### config.mk
export PLATFORM = sky130hd
export DESIGN_NAME = swp_write_protect
export DESIGN_NICKNAME = d
export VERILOG_FILES = /design/src/design/swp_pkg.sv /design/src/design/swp_write_protect.sv
export SDC_FILE = /design/constraint.sdc
export NUM_CORES = 1
export LEC_CHECK = 0
export ABC_AREA = 0
export BUFFER_PORTS_ARGS = -buffer_cell sky130_fd_sc_hd__clkbuf_2
export CORE_ASPECT_RATIO = 0.6
export CORE_MARGIN = 4
export CORE_UTILIZATION = 30
export DETAILED_ROUTE_END_ITERATION = 10
export PLACE_DENSITY_LB_ADDON = 0.3
export SLEW_MARGIN = 15
export SYNTH_ARGS = -nofsm -noshare
export SYNTH_HDL_FRONTEND = slang
export SYNTH_SLANG_ARGS = --single-unit
export TNS_END_PERCENT = 1
### constraint.sdc
create_clock -name clk -period 3.4 [get_ports clk]
set_input_delay 0.34 -clock clk [delete_from_list [all_inputs] [get_ports clk]]
set_output_delay 0.34 -clock clk [all_outputs]
set_load 0.03 [all_outputs]
### src/design/swp_pkg.sv
// ****************************************************************
// Shared constants and types of the write-protect block
// ****************************************************************
package swp_pkg;

    // ************************************************************
    // Addressing byte layout
    // ************************************************************
    localparam logic [3:0] TYPE_ARRAY = 4'hA;    // Array type identifier
    localparam logic [3:0] TYPE_PROT = 4'h6;     // Protection type identifier
    localparam int TYPE_MSB = 7;                 // Type identifier high bit
    localparam int TYPE_LSB = 4;                 // Type identifier low bit
    localparam int STRAP_MSB = 3;                // Strap-match high bit
    localparam int STRAP_LSB = 1;                // Strap-match low bit
    localparam int RW_BIT = 0;                   // Direction bit, 1 = read
    localparam logic [2:0] SET_REV_STRAPS = 3'h1;   // Straps of set-reversible
    localparam logic [2:0] CLR_REV_STRAPS = 3'h3;   // Straps of clear-reversible

    // ************************************************************
    // Array split
    // ************************************************************
    localparam int HALF_BIT = 7;                 // Word address bit selecting upper half

    // ************************************************************
    // Register port map and reset values
    // ************************************************************
    localparam logic [3:0] REG_STATUS = 4'h0;    // Read-only state
    localparam logic [3:0] REG_PROG_LEN = 4'h4;  // Program cycle length in clocks
    localparam logic [15:0] PROG_LEN_RST = 16'h03E8;  // Program cycle length after reset
    localparam int ST_PERM = 0;                  // Status: permanent flag
    localparam int ST_REV = 1;                   // Status: reversible flag
    localparam int ST_BUSY = 2;                  // Status: program cycle running
    localparam int ST_WP = 3;                    // Status: protect pin level
    localparam int ST_ACK = 4;                   // Status: last address reply
    localparam int ST_HV = 5;                    // Status: strap zero high voltage

    // ************************************************************
    // Types
    // ************************************************************
    typedef enum logic [3:0] {
        SWP_IDLE = 4'b0001,                      // Waiting for an addressing byte
        SWP_ARR_WR = 4'b0010,                    // Array write transfer open
        SWP_PROT_WR = 4'b0100,                   // Protection command open
        SWP_BUSY = 4'b1000                       // Self-timed program cycle
    } swp_state_t;

    typedef enum logic [2:0] {
        OP_NONE = 3'h0,                          // Nothing to program
        OP_SET_PERM = 3'h1,                      // Program permanent flag
        OP_SET_REV = 3'h2,                       // Program reversible flag
        OP_CLR_REV = 3'h3,                       // Clear reversible flag
        OP_ARRAY = 3'h4                          // Program array bytes
    } swp_op_t;

    typedef struct packed {
        logic wr;                                // Write strobe
        logic rd;                                // Read strobe
        logic [3:0] addr;                        // Register byte address
        logic [31:0] wdata;                      // Write data
    } swp_reg_req_t;

    typedef struct packed {
        logic addr_stb;                          // Addressing byte received
        logic [7:0] addr_byte;                   // Its value
        logic data_stb;                          // Data byte received for array
        logic [7:0] word_addr;                   // Array location of that byte
        logic stop_stb;                          // Stop condition seen
    } swp_bus_evt_t;

endpackage

### src/design/swp_write_protect.sv
`timescale 1ns/1ps
`default_nettype none
// Overview of operation
// - Array requests ignored during program cycle
// - Busy from launching Stop until cycle end
// - Software protection blocks only 00h to 7Fh
// - Protect pin high blocks every array location
// - Type 0110 write sets permanent flag
// - Permanent set: NACK 0110 except set-reversible while reversible clear, never clears
// - Byte 62h with high voltage sets reversible
// - Byte 66h with high voltage clears reversible
// - Pin high: acknowledge but never program flags
// - Pin low: permission from stored flags only
// - Flag set: acknowledge, store 80h to FFh only
// - No flag: acknowledge, whole array writable
// - Permanent status read: NACK when set
// - Reversible status read: NACK when set
// - Set reversible when set: NACK, unchanged
// - Clear reversible: NACK if permanent set
// - Permanent clear, pin low: ACK, program it
// - Pin high: acknowledge array writes, discard data
// - Type identifier, three straps, direction bit
// - No addressing acknowledge during program cycle
module swp_write_protect (
    input wire logic clk,                        // 200 MHz clock
    input wire logic srst,                       // Synchronous reset, high
    input wire logic nv_perm_init,               // Stored permanent flag at power-up
    input wire logic nv_rev_init,                // Stored reversible flag at power-up
    input wire logic wp_pin,                     // Hardware protect pin
    input wire logic strap_two,                  // Address strap two
    input wire logic strap_one,                  // Address strap one
    input wire logic strap_zero,                 // Address strap zero logic level
    input wire logic high_voltage_level,         // Strap zero at high voltage
    input wire swp_pkg::swp_bus_evt_t bus_evt,   // Decoded serial bus events
    input wire swp_pkg::swp_reg_req_t reg_req,   // Register port request
    output logic [31:0] reg_rdata,               // Register read data
    output logic ack_valid,                      // Reply to addressing byte ready
    output logic ack,                            // 1 = ACK, 0 = NACK
    output logic arr_wr_stb,                     // Store one array byte
    output logic [7:0] arr_wr_addr,              // Location of that byte
    output logic arr_commit,                     // Array program cycle finished
    output logic nv_prog_stb,                    // Flags programmed into storage
    output logic permanent_protect_flag,         // Permanent flag
    output logic reversible_protect_flag,        // Reversible flag
    output logic busy                            // Program cycle running
);

    // ************************************************************
    // Pin synchronisers
    // ************************************************************
    logic [4:0] pin_meta_r;                      // First stage, read only by second
    logic [4:0] pin_sync_r;                      // Second stage

    // Two flip-flops on every pin
    always_ff @(posedge clk) begin
        if (srst) begin
            pin_meta_r <= 5'h00;
            pin_sync_r <= 5'h00;
        end else begin
            pin_meta_r <= {high_voltage_level, wp_pin, strap_two, strap_one, strap_zero};
            pin_sync_r <= pin_meta_r;
        end
    end

    logic hv_s;                                  // Qualified high voltage on strap zero
    logic wp_s;                                  // Protect pin
    logic [2:0] straps_s;                        // Straps two, one, zero
    assign hv_s = pin_sync_r[4];
    assign wp_s = pin_sync_r[3];
    assign straps_s = pin_sync_r[2:0];

    // ************************************************************
    // State
    // ************************************************************
    swp_pkg::swp_state_t state_r;                // Transfer state
    swp_pkg::swp_state_t state_nxt;              // Next transfer state
    swp_pkg::swp_op_t op_r;                      // Operation to program
    swp_pkg::swp_op_t op_nxt;                    // Next operation
    logic perm_r;                                // Permanent flag
    logic rev_r;                                 // Reversible flag
    logic [15:0] prog_len_r;                     // Program cycle length
    logic [15:0] cnt_r;                          // Program cycle counter
    logic arr_any_r;                             // Some array byte stored

    // ************************************************************
    // Addressing byte decode
    // ************************************************************
    logic [3:0] ab_type;                         // Type identifier of byte
    logic [2:0] ab_straps;                       // Strap bits of byte
    logic ab_rd;                                 // Direction is read
    logic straps_hit;                            // Byte straps match pins
    logic rev_set_hit;                           // Set-reversible pin and byte pattern
    logic rev_clr_hit;                           // Clear-reversible pin and byte pattern
    logic dec_ack;                               // Reply for this byte
    swp_pkg::swp_op_t dec_op;                    // Operation the byte opens
    logic dec_arr;                               // Byte opens array write

    assign ab_type = bus_evt.addr_byte[swp_pkg::TYPE_MSB:swp_pkg::TYPE_LSB];
    assign ab_straps = bus_evt.addr_byte[swp_pkg::STRAP_MSB:swp_pkg::STRAP_LSB];
    assign ab_rd = bus_evt.addr_byte[swp_pkg::RW_BIT];
    assign straps_hit = (ab_straps == straps_s) && !hv_s;
    assign rev_set_hit = hv_s && (ab_straps == swp_pkg::SET_REV_STRAPS)
                         && !straps_s[2] && !straps_s[1];
    assign rev_clr_hit = hv_s && (ab_straps == swp_pkg::CLR_REV_STRAPS)
                         && !straps_s[2] && straps_s[1];

    // Reply and pending operation for one addressing byte
    always_comb begin
        dec_ack = 1'b0;
        dec_op = swp_pkg::OP_NONE;
        dec_arr = 1'b0;
        if (ab_type == swp_pkg::TYPE_ARRAY && straps_hit) begin
            // Array access is acknowledged except during a program cycle
            dec_ack = 1'b1;
            dec_arr = !ab_rd;
        end else if (ab_type == swp_pkg::TYPE_PROT) begin
            if (rev_set_hit) begin
                // Reversible status read or set
                dec_ack = !rev_r;
                if (!ab_rd && !rev_r && !wp_s) begin
                    dec_op = swp_pkg::OP_SET_REV;
                end
            end else if (rev_clr_hit && !ab_rd) begin
                // Clear only while permanent flag is clear
                dec_ack = !perm_r;
                if (!perm_r && !wp_s) begin
                    dec_op = swp_pkg::OP_CLR_REV;
                end
            end else if (straps_hit) begin
                // Permanent status read or set
                dec_ack = !perm_r;
                if (!ab_rd && !perm_r && !wp_s) begin
                    dec_op = swp_pkg::OP_SET_PERM;
                end
            end
        end
    end

    // ************************************************************
    // Array write permission
    // ************************************************************
    logic wr_allow;                              // This data byte may be stored
    // Pin high blocks all; either flag blocks the lower half
    assign wr_allow = !wp_s
                      && (!(perm_r || rev_r)
                          || bus_evt.word_addr[swp_pkg::HALF_BIT]);

    logic cycle_done;                            // Last clock of program cycle
    assign cycle_done = (state_r == swp_pkg::SWP_BUSY) && (cnt_r == 16'h0001);

    // ************************************************************
    // Transfer state machine
    // ************************************************************
    always_comb begin
        state_nxt = state_r;
        op_nxt = op_r;
        case (state_r)
            swp_pkg::SWP_IDLE, swp_pkg::SWP_ARR_WR, swp_pkg::SWP_PROT_WR: begin
                if (bus_evt.addr_stb) begin
                    // Repeated start drops anything not yet launched
                    op_nxt = dec_arr ? swp_pkg::OP_ARRAY : dec_op;
                    if (dec_arr) begin
                        state_nxt = swp_pkg::SWP_ARR_WR;
                    end else if (dec_op != swp_pkg::OP_NONE) begin
                        state_nxt = swp_pkg::SWP_PROT_WR;
                    end else begin
                        state_nxt = swp_pkg::SWP_IDLE;
                    end
                end else if (bus_evt.stop_stb) begin
                    // Stop launches the program cycle if work is pending
                    if (state_r == swp_pkg::SWP_PROT_WR
                        || (state_r == swp_pkg::SWP_ARR_WR && arr_any_r)) begin
                        state_nxt = swp_pkg::SWP_BUSY;
                    end else begin
                        state_nxt = swp_pkg::SWP_IDLE;
                        op_nxt = swp_pkg::OP_NONE;
                    end
                end
            end
            swp_pkg::SWP_BUSY: begin
                // Bus requests have no effect here
                if (cycle_done) begin
                    state_nxt = swp_pkg::SWP_IDLE;
                    op_nxt = swp_pkg::OP_NONE;
                end
            end
            default: begin
                state_nxt = swp_pkg::SWP_IDLE;
                op_nxt = swp_pkg::OP_NONE;
            end
        endcase
    end

    // State and operation registers
    always_ff @(posedge clk) begin
        if (srst) begin
            state_r <= swp_pkg::SWP_IDLE;
            op_r <= swp_pkg::OP_NONE;
        end else begin
            state_r <= state_nxt;
            op_r <= op_nxt;
        end
    end

    // Program cycle counter
    always_ff @(posedge clk) begin
        if (srst) begin
            cnt_r <= 16'h0000;
        end else if (state_r != swp_pkg::SWP_BUSY && state_nxt == swp_pkg::SWP_BUSY) begin
            cnt_r <= (prog_len_r == 16'h0000) ? 16'h0001 : prog_len_r;
        end else if (state_r == swp_pkg::SWP_BUSY && cnt_r != 16'h0000) begin
            cnt_r <= cnt_r - 16'h0001;
        end
    end

    // ************************************************************
    // Bus replies and array byte stores
    // ************************************************************
    always_ff @(posedge clk) begin
        if (srst) begin
            ack_valid <= 1'b0;
            ack <= 1'b0;
        end else begin
            ack_valid <= bus_evt.addr_stb;
            if (bus_evt.addr_stb) begin
                // Busy device stays silent so the host can poll
                ack <= (state_r != swp_pkg::SWP_BUSY) && dec_ack;
            end
        end
    end

    // Data bytes that pass the protection check are stored
    always_ff @(posedge clk) begin
        if (srst) begin
            arr_wr_stb <= 1'b0;
            arr_wr_addr <= 8'h00;
            arr_any_r <= 1'b0;
        end else begin
            arr_wr_stb <= 1'b0;
            if (bus_evt.addr_stb && state_r != swp_pkg::SWP_BUSY) begin
                arr_any_r <= 1'b0;
            end else if (bus_evt.data_stb && state_r == swp_pkg::SWP_ARR_WR
                         && wr_allow) begin
                arr_wr_stb <= 1'b1;
                arr_wr_addr <= bus_evt.word_addr;
                arr_any_r <= 1'b1;
            end
        end
    end

    // ************************************************************
    // Nonvolatile flags
    // ************************************************************
    always_ff @(posedge clk) begin
        if (srst) begin
            // Reload stored state as at power-up
            perm_r <= nv_perm_init;
            rev_r <= nv_rev_init;
            nv_prog_stb <= 1'b0;
            arr_commit <= 1'b0;
        end else begin
            nv_prog_stb <= 1'b0;
            arr_commit <= 1'b0;
            if (cycle_done) begin
                case (op_r)
                    swp_pkg::OP_SET_PERM: begin
                        perm_r <= 1'b1;
                        nv_prog_stb <= 1'b1;
                    end
                    swp_pkg::OP_SET_REV: begin
                        rev_r <= 1'b1;
                        nv_prog_stb <= 1'b1;
                    end
                    swp_pkg::OP_CLR_REV: begin
                        rev_r <= 1'b0;
                        nv_prog_stb <= 1'b1;
                    end
                    swp_pkg::OP_ARRAY: begin
                        arr_commit <= 1'b1;
                    end
                    default: begin
                        arr_commit <= 1'b0;
                    end
                endcase
            end
        end
    end

    assign permanent_protect_flag = perm_r;
    assign reversible_protect_flag = rev_r;
    assign busy = (state_r == swp_pkg::SWP_BUSY);

    // ************************************************************
    // Register port
    // ************************************************************
    always_ff @(posedge clk) begin
        if (srst) begin
            prog_len_r <= swp_pkg::PROG_LEN_RST;
        end else if (reg_req.wr && reg_req.addr == swp_pkg::REG_PROG_LEN) begin
            prog_len_r <= reg_req.wdata[15:0];
        end
    end

    // Read data one cycle after the strobe, zero otherwise
    always_ff @(posedge clk) begin
        if (srst) begin
            reg_rdata <= 32'h0000_0000;
        end else begin
            reg_rdata <= 32'h0000_0000;
            if (reg_req.rd) begin
                case (reg_req.addr)
                    swp_pkg::REG_STATUS: begin
                        reg_rdata[swp_pkg::ST_PERM] <= perm_r;
                        reg_rdata[swp_pkg::ST_REV] <= rev_r;
                        reg_rdata[swp_pkg::ST_BUSY] <= (state_r == swp_pkg::SWP_BUSY);
                        reg_rdata[swp_pkg::ST_WP] <= wp_s;
                        reg_rdata[swp_pkg::ST_ACK] <= ack;
                        reg_rdata[swp_pkg::ST_HV] <= hv_s;
                    end
                    swp_pkg::REG_PROG_LEN: begin
                        reg_rdata[15:0] <= prog_len_r;
                    end
                    default: begin
                        reg_rdata <= 32'h0000_0000;
                    end
                endcase
            end
        end
    end

endmodule
`default_nettype wire

==> flow_summary.toml, run 1 <==
[setup_path]
critPathKind = "register to register"
startpoint_type = "register"
required_ps = 3640
r2r-start = "cnt_r[4]"
critPathLaunch = "cnt_r[4]"
end_kind = "register"
r2r_setup_slack_ps = 760
critPathArrivalTime_ps = 2880
critPathMaxFanout = 7

[timing]
hold_violations = 0
finalSetupViolCount = 0
max_clock_freq_ghz = 0.379
rsz0062_at_grt = "no"
timing.setup.tns_ps = 0
worst_slew_pin_slew_ps = 696
post-route-min-period_ps = 2640
slew_headroom_pct = 53.6
min_period_over_period_pct = 77.6
finClkSkew_ps = 7.09
finalMaxSlewViolations = 0

[placed_design]
hpwl_mm = 7.24
dp_cells = 633
place.gp.congestion = 0.904
port_buffers = 81

[clocking]
cts_tree = "done"
cts-root-buf = "clkbuf_16"
cts_hold_buffers = 0
htreeDepth = 3
cts.repair.resized = 0
clock-sinks = 81
cts_buffers = 9
clkLatencyLatePin_ps = 350
post_cts_buffers = 0
clockBufferDepth = 2
clkTransAtPathRegs_ps = 70

[run_status]
status = "completed"

[grt]
grt_pass1_vias = 3119
grt_remaining_overflow = 0
grt_pass1_wl_mm = 16.0
antenna_found_initial = 0
grt_start_max_net_pins = 49
grtUsageTotal_pct = 14.6

[synthesis]
synth-compound-area-share_pct = 14.2
synth_top_family_by_area = "simple AND/OR/NAND/NOR gates"
muxShareOfSynthArea_pct = 3.90
netlist_area_sq_um = 3590
synthArstFlopShare_pct = 0
synth_flop_cell = "dfxtp_1"
yosysWarnings = 0
synth_top_area_share_pct = 44.0
synth_xor_area_share_pct = 2.19
synthSimpleGateAreaFrac_pct = 26.1
synth_edf_count = 2
yosysTopAreaCell = "dfxtp_1"
synth_seq_cells = 81
yosysSeqAreaShare_pct = 45.7
ys_types = 69
synth.avg_cell_area_sq_um = 8.83
synth_area_leaders = "dfxtp_1, nand2_1, mux2i_1"
synthCells = 407
synthAdderAreaFrac_pct = 0.697

[layout]
final_common_cell = "clkbuf_2"
nets = 552
layout_common_cells = "clkbuf_2, dfxtp_1, nand2_1"
diodes = 0
drive_above_1_share_pct = 22.9
area_growth_pct = 23.8
final_cell_count_no_fill = 649

[die]
die_area_sq_um = 13800
rows = 30
io_pins = 114
die_h_um = 92.8
die_w_um = 149
start_util_pct = 31.3
core_area_sq_um = 11500

[routing]
firstDrtPassIters = 5
via_per_inst = 4.99
via_count = 3238
wl_per_cell_um = 15.3
drc_errors = 0
ant_nets = 0
drtIter0Drc = 201
finalWirelength_mm = 9.91

[flow_run]
max_cap_violations = 0

[pwr]
power_leakage_nw = 1.93
peakVddDrop_mv = 0.238
p_per_area_nw_per_um2 = 507

[min_path]
hold_class = "input pin to register"
hp-start = "wp_pin"
==> critical path, cell delays in order, from the launching register on <==
cell and delay, ps:
dfxtp_1 360, or4_1 700, or4_1 720, and2_4 250, a211o_1 260, a32o_1 240
==> flip-flops by register name, summed over array words and instances (netlist names), 3 cells and up <==
signal and count:
pin_sync_r 5, state_r 4, arr_wr_addr 8, prog_len_r 16
cnt_r 16, op_r 3, reg_rdata 16, pin_meta_r 5
==> per-stage QoR <==
step / total power [mW] / hold WS, ps / utilization (%) / setup WS (ps) / instance area, sq um
2_1_floorplan: 1.12 / 414 / - / 1010 / 3650
3_3_place_gp: 1.16 / 419 / 35.7 / 860 / 4100
3_5_place_dp: 1.16 / 425 / 35.7 / 809 / 4100
4_1_cts: 2.28 / 185 / 38.7 / 790 / 4440
5_1_grt: 2.34 / 203 / 38.7 / 681 / 4450
6_report: 2.25 / 195 / 38.7 / 760 / 4450
==> layer usage <==
layer  GRT usage [%]  vias to the layer above  part of all wire [%]
li1                -                     1575                     -
met1            21.1                     1540                    51
met2            20.3                      108                    40
met3            4.79                       15                   7.3
met4            4.49                        0                   1.8
met5               0                        -                     0
==> where the power goes <==
group          leakage [nW]  internal (mW)  switching (mW)  total [mW]
Combinational          1.10         0.0595           0.103       0.163
Clock                 0.171          0.697           0.414        1.11
Sequential            0.658          0.968          0.0135       0.981
==> synthesized netlist by cell type (all sizes together) (7+ instances only) <==
cell	instances
nand2	47
inv	15
clkbuf	16
nor4	11
dfxtp	79
a21oi	18
and2	12
buf	19
or4	9
mux2i	14
nor2b	10
nand3	17
nor2	34
nor3	7
==> area by class of cell <==
cell class              count  area (sq um)
clock buffers              10           250
well taps                 160           200
repair buffers             86           443
multi-input cells         290          1760
fillers                  1226          7040
flip-flops and latches     81          1640
clock inverters             6          93.8
inverters                  16          60.1
==> logic make-up (layout without fill, tap and decap cells) <==
group / count (synthesis) / after routing
other: 1 / 16
buffers and inverters: 51 / 118
adders and majority gates: 2 / 2
and+or+nand+nor: 178 / 178
muxes: 14 / 14
DFF: 81 / 81
xor gates and xnor gates: 9 / 9
AOI/OAI and AO/OA: 71 / 71
==> final timing paths <==
kind | endpoint | cells after the start
worst min-delay path | pin_meta_r[3] | 2
worst max register to register | cnt_r[7] | 5
worst min register to register | pin_sync_r[1] | 1
worst max-delay path | cnt_r[7] | 5
Note: power is estimated with default switching activity, not from simulation.
==> inputs of run 2 (changes only) <==
==> constraint.sdc (replaced) <==
create_clock -name clk -period 2.6 [get_ports clk]
set_input_delay 0.26 -clock clk [delete_from_list [all_inputs] [get_ports clk]]
set_output_delay 0.26 -clock clk [all_outputs]
set_load 0.03 [all_outputs]
==> run 2 against run 1 <==
  * Highest routed layer unchanged
  * Utilization barely moved
  * Largest cell class unchanged
  * Die area did not move
  * Critical path depth did not move
  * Register-to-register slack got worse by 620 ps
  * Cell count rose by 1.2%
==> flow_summary.toml, run 2 (same netlist as run 1, synthesis figures left out) <==
[routing]
ant_nets = 0
via_per_inst = 4.95
firstDrtPassIters = 4
drtIter0Drc = 168
via_count = 3252
finalWirelength_mm = 9.96
wl_per_cell_um = 15.2
drc_errors = 0

[layout]
fillers = 1227
final_design_area_no_fill_sq_um = 4450
area_growth_pct = 23.8
drive_above_1_share_pct = 24.1
nets = 560
top_regs = "cnt_r (16), prog_len_r (16), reg_rdata (16)"
layout_common_cells = "clkbuf_2, dfxtp_1, nand2_1"
final_common_cell = "clkbuf_2"
diodes = 0
utilization_pct = 38.7

[pwr]
p_per_area_nw_per_um2 = 608
seqPwrFrac_pct = 47.5
peakVddDrop_mv = 0.302
combPwrFrac_pct = 8.1
clkPwrFrac_pct = 44.4
switching_share_pct = 25.8
internal-power_mw = 2.01
power_leakage_nw = 1.93
power.net_switching_mw = 0.696

[clocking]
cts_tree = "done"
clockBufferDepth = 2
htreeDepth = 3
clock-sinks = 81
clkTransAtPathRegs_ps = 70
cts-root-buf = "clkbuf_16"
clkLatencyLatePin_ps = 350
cts_buffers = 9

[setup_path]
r2r-start = "cnt_r[5]"
end_kind = "register"
required_ps = 2580
critPathLaunch = "cnt_r[5]"
rr_worst_depth = 5
critPathArrivalTime_ps = 2440
rr_endpoint = "permanent_protect_flag"
r2r_setup_slack_ps = 140
endpoint = "permanent_protect_flag"
critPathKind = "register to register"
startpoint_type = "register"
critPathMaxFanout = 6

[placed_design]
pre_cts_ws_ps = -77.8
dpl-instance-area_sq_um = 4160
hpwl_mm = 7.49
place.gp.congestion = 0.887
port_buffers = 81

[die]
io_pins = 114
rows = 30
core_area_sq_um = 11500
die_h_um = 92.8
die_w_um = 149
start_util_pct = 31.3
die_area_sq_um = 13800

[timing]
finalMaxSlewViolations = 0
finalSetupViolCount = 0
timing.setup.tns_ps = 0
hold_violations = 0
post-route-min-period_ps = 2460
worst_slack_ps = 139
rsz0062_at_grt = "no"
slew_headroom_pct = 56.0
min_period_over_period_pct = 94.6
max_clock_freq_ghz = 0.406
finClkSkew_ps = 12.7
worst_slew_pin_slew_ps = 658

[min_path]
hold_class = "input pin to register"

[grt]
antenna_found_initial = 0
grt_pass1_wl_mm = 16.0
grtUsageTotal_pct = 14.6
grt_start_max_net_pins = 33
grt_pass1_vias = 3072
grt_remaining_overflow = 0

[run_status]
status = "completed"

[flow_run]
max_cap_violations = 0
==> run 2: timing repair <==
action | CTS | global route
buffers inserted | 0 | 0
gates resized for setup | 1 | 2
gates cloned | 0 | 0
setup endpoints to repair | 1 | 3
hold buffers | 0 | 0
==> run 2: power groups by stage <==
stage               Clock [mW]  Combinational, mW  Sequential, mW
floorplan                    0              0.151            1.31
global placement             0              0.212            1.31
detailed placement           0              0.214            1.31
CTS                       1.23              0.215            1.28
global route              1.28              0.238            1.29
finish                    1.20              0.218            1.28
==> run 2: critical path: stages (launching register included) <==
cell	delay (ps)
dfxtp_1	350
or4_1	570
buf_4	190
nor4_1	360
nand4_1	180
o41ai_1	450
==> run 2: layout make-up <==
class / count / area [sq um] / area share [%]
multi-input cells: 290 / 1760 / 39.6
repair buffers: 94 / 503 / 11.3
flip-flops and latches: 81 / 1640 / 36.9
inverters: 16 / 60.1 / 1.35
well taps: 160 / 200 / 4.50
clock inverters: 6 / 50.0 / 1.13
clock buffers: 10 / 229 / 5.15
==> run 2: stage by stage <==
stage / instances / power, mW / hold slack [ps]
after floorplan: 422 / 1.46 / 361
after global placement: 641 / 1.52 / 419
after detailed placement: 641 / 1.53 / 424
after CTS: 657 / 2.73 / 114
after global routing: 657 / 2.80 / 131
final: 657 / 2.70 / 118
==> run 2: worst min-delay path by stage <==
stage                             start             to  slack, ps  cells after the start
final                        reg_req[7]  prog_len_r[7]        120                      3
after global routing             wp_pin  pin_meta_r[3]        130                      2
after CTS                    reg_req[7]  prog_len_r[7]        110                      3
after detailed placement  pin_meta_r[3]  pin_sync_r[3]        420                      1
after global placement    pin_meta_r[3]  pin_sync_r[3]        420                      1
after floorplan                    srst      ack_valid        360                      1
==> run 2: metal layers <==
layer  GRT usage [%]  vias to the layer above  wire length (um)
met1            22.2                     1533              5160
li1                -                     1591                 -
met5               0                        -                 0
met3            4.74                       12               789
met2            19.4                      116              3940
met4            3.88                        0                78
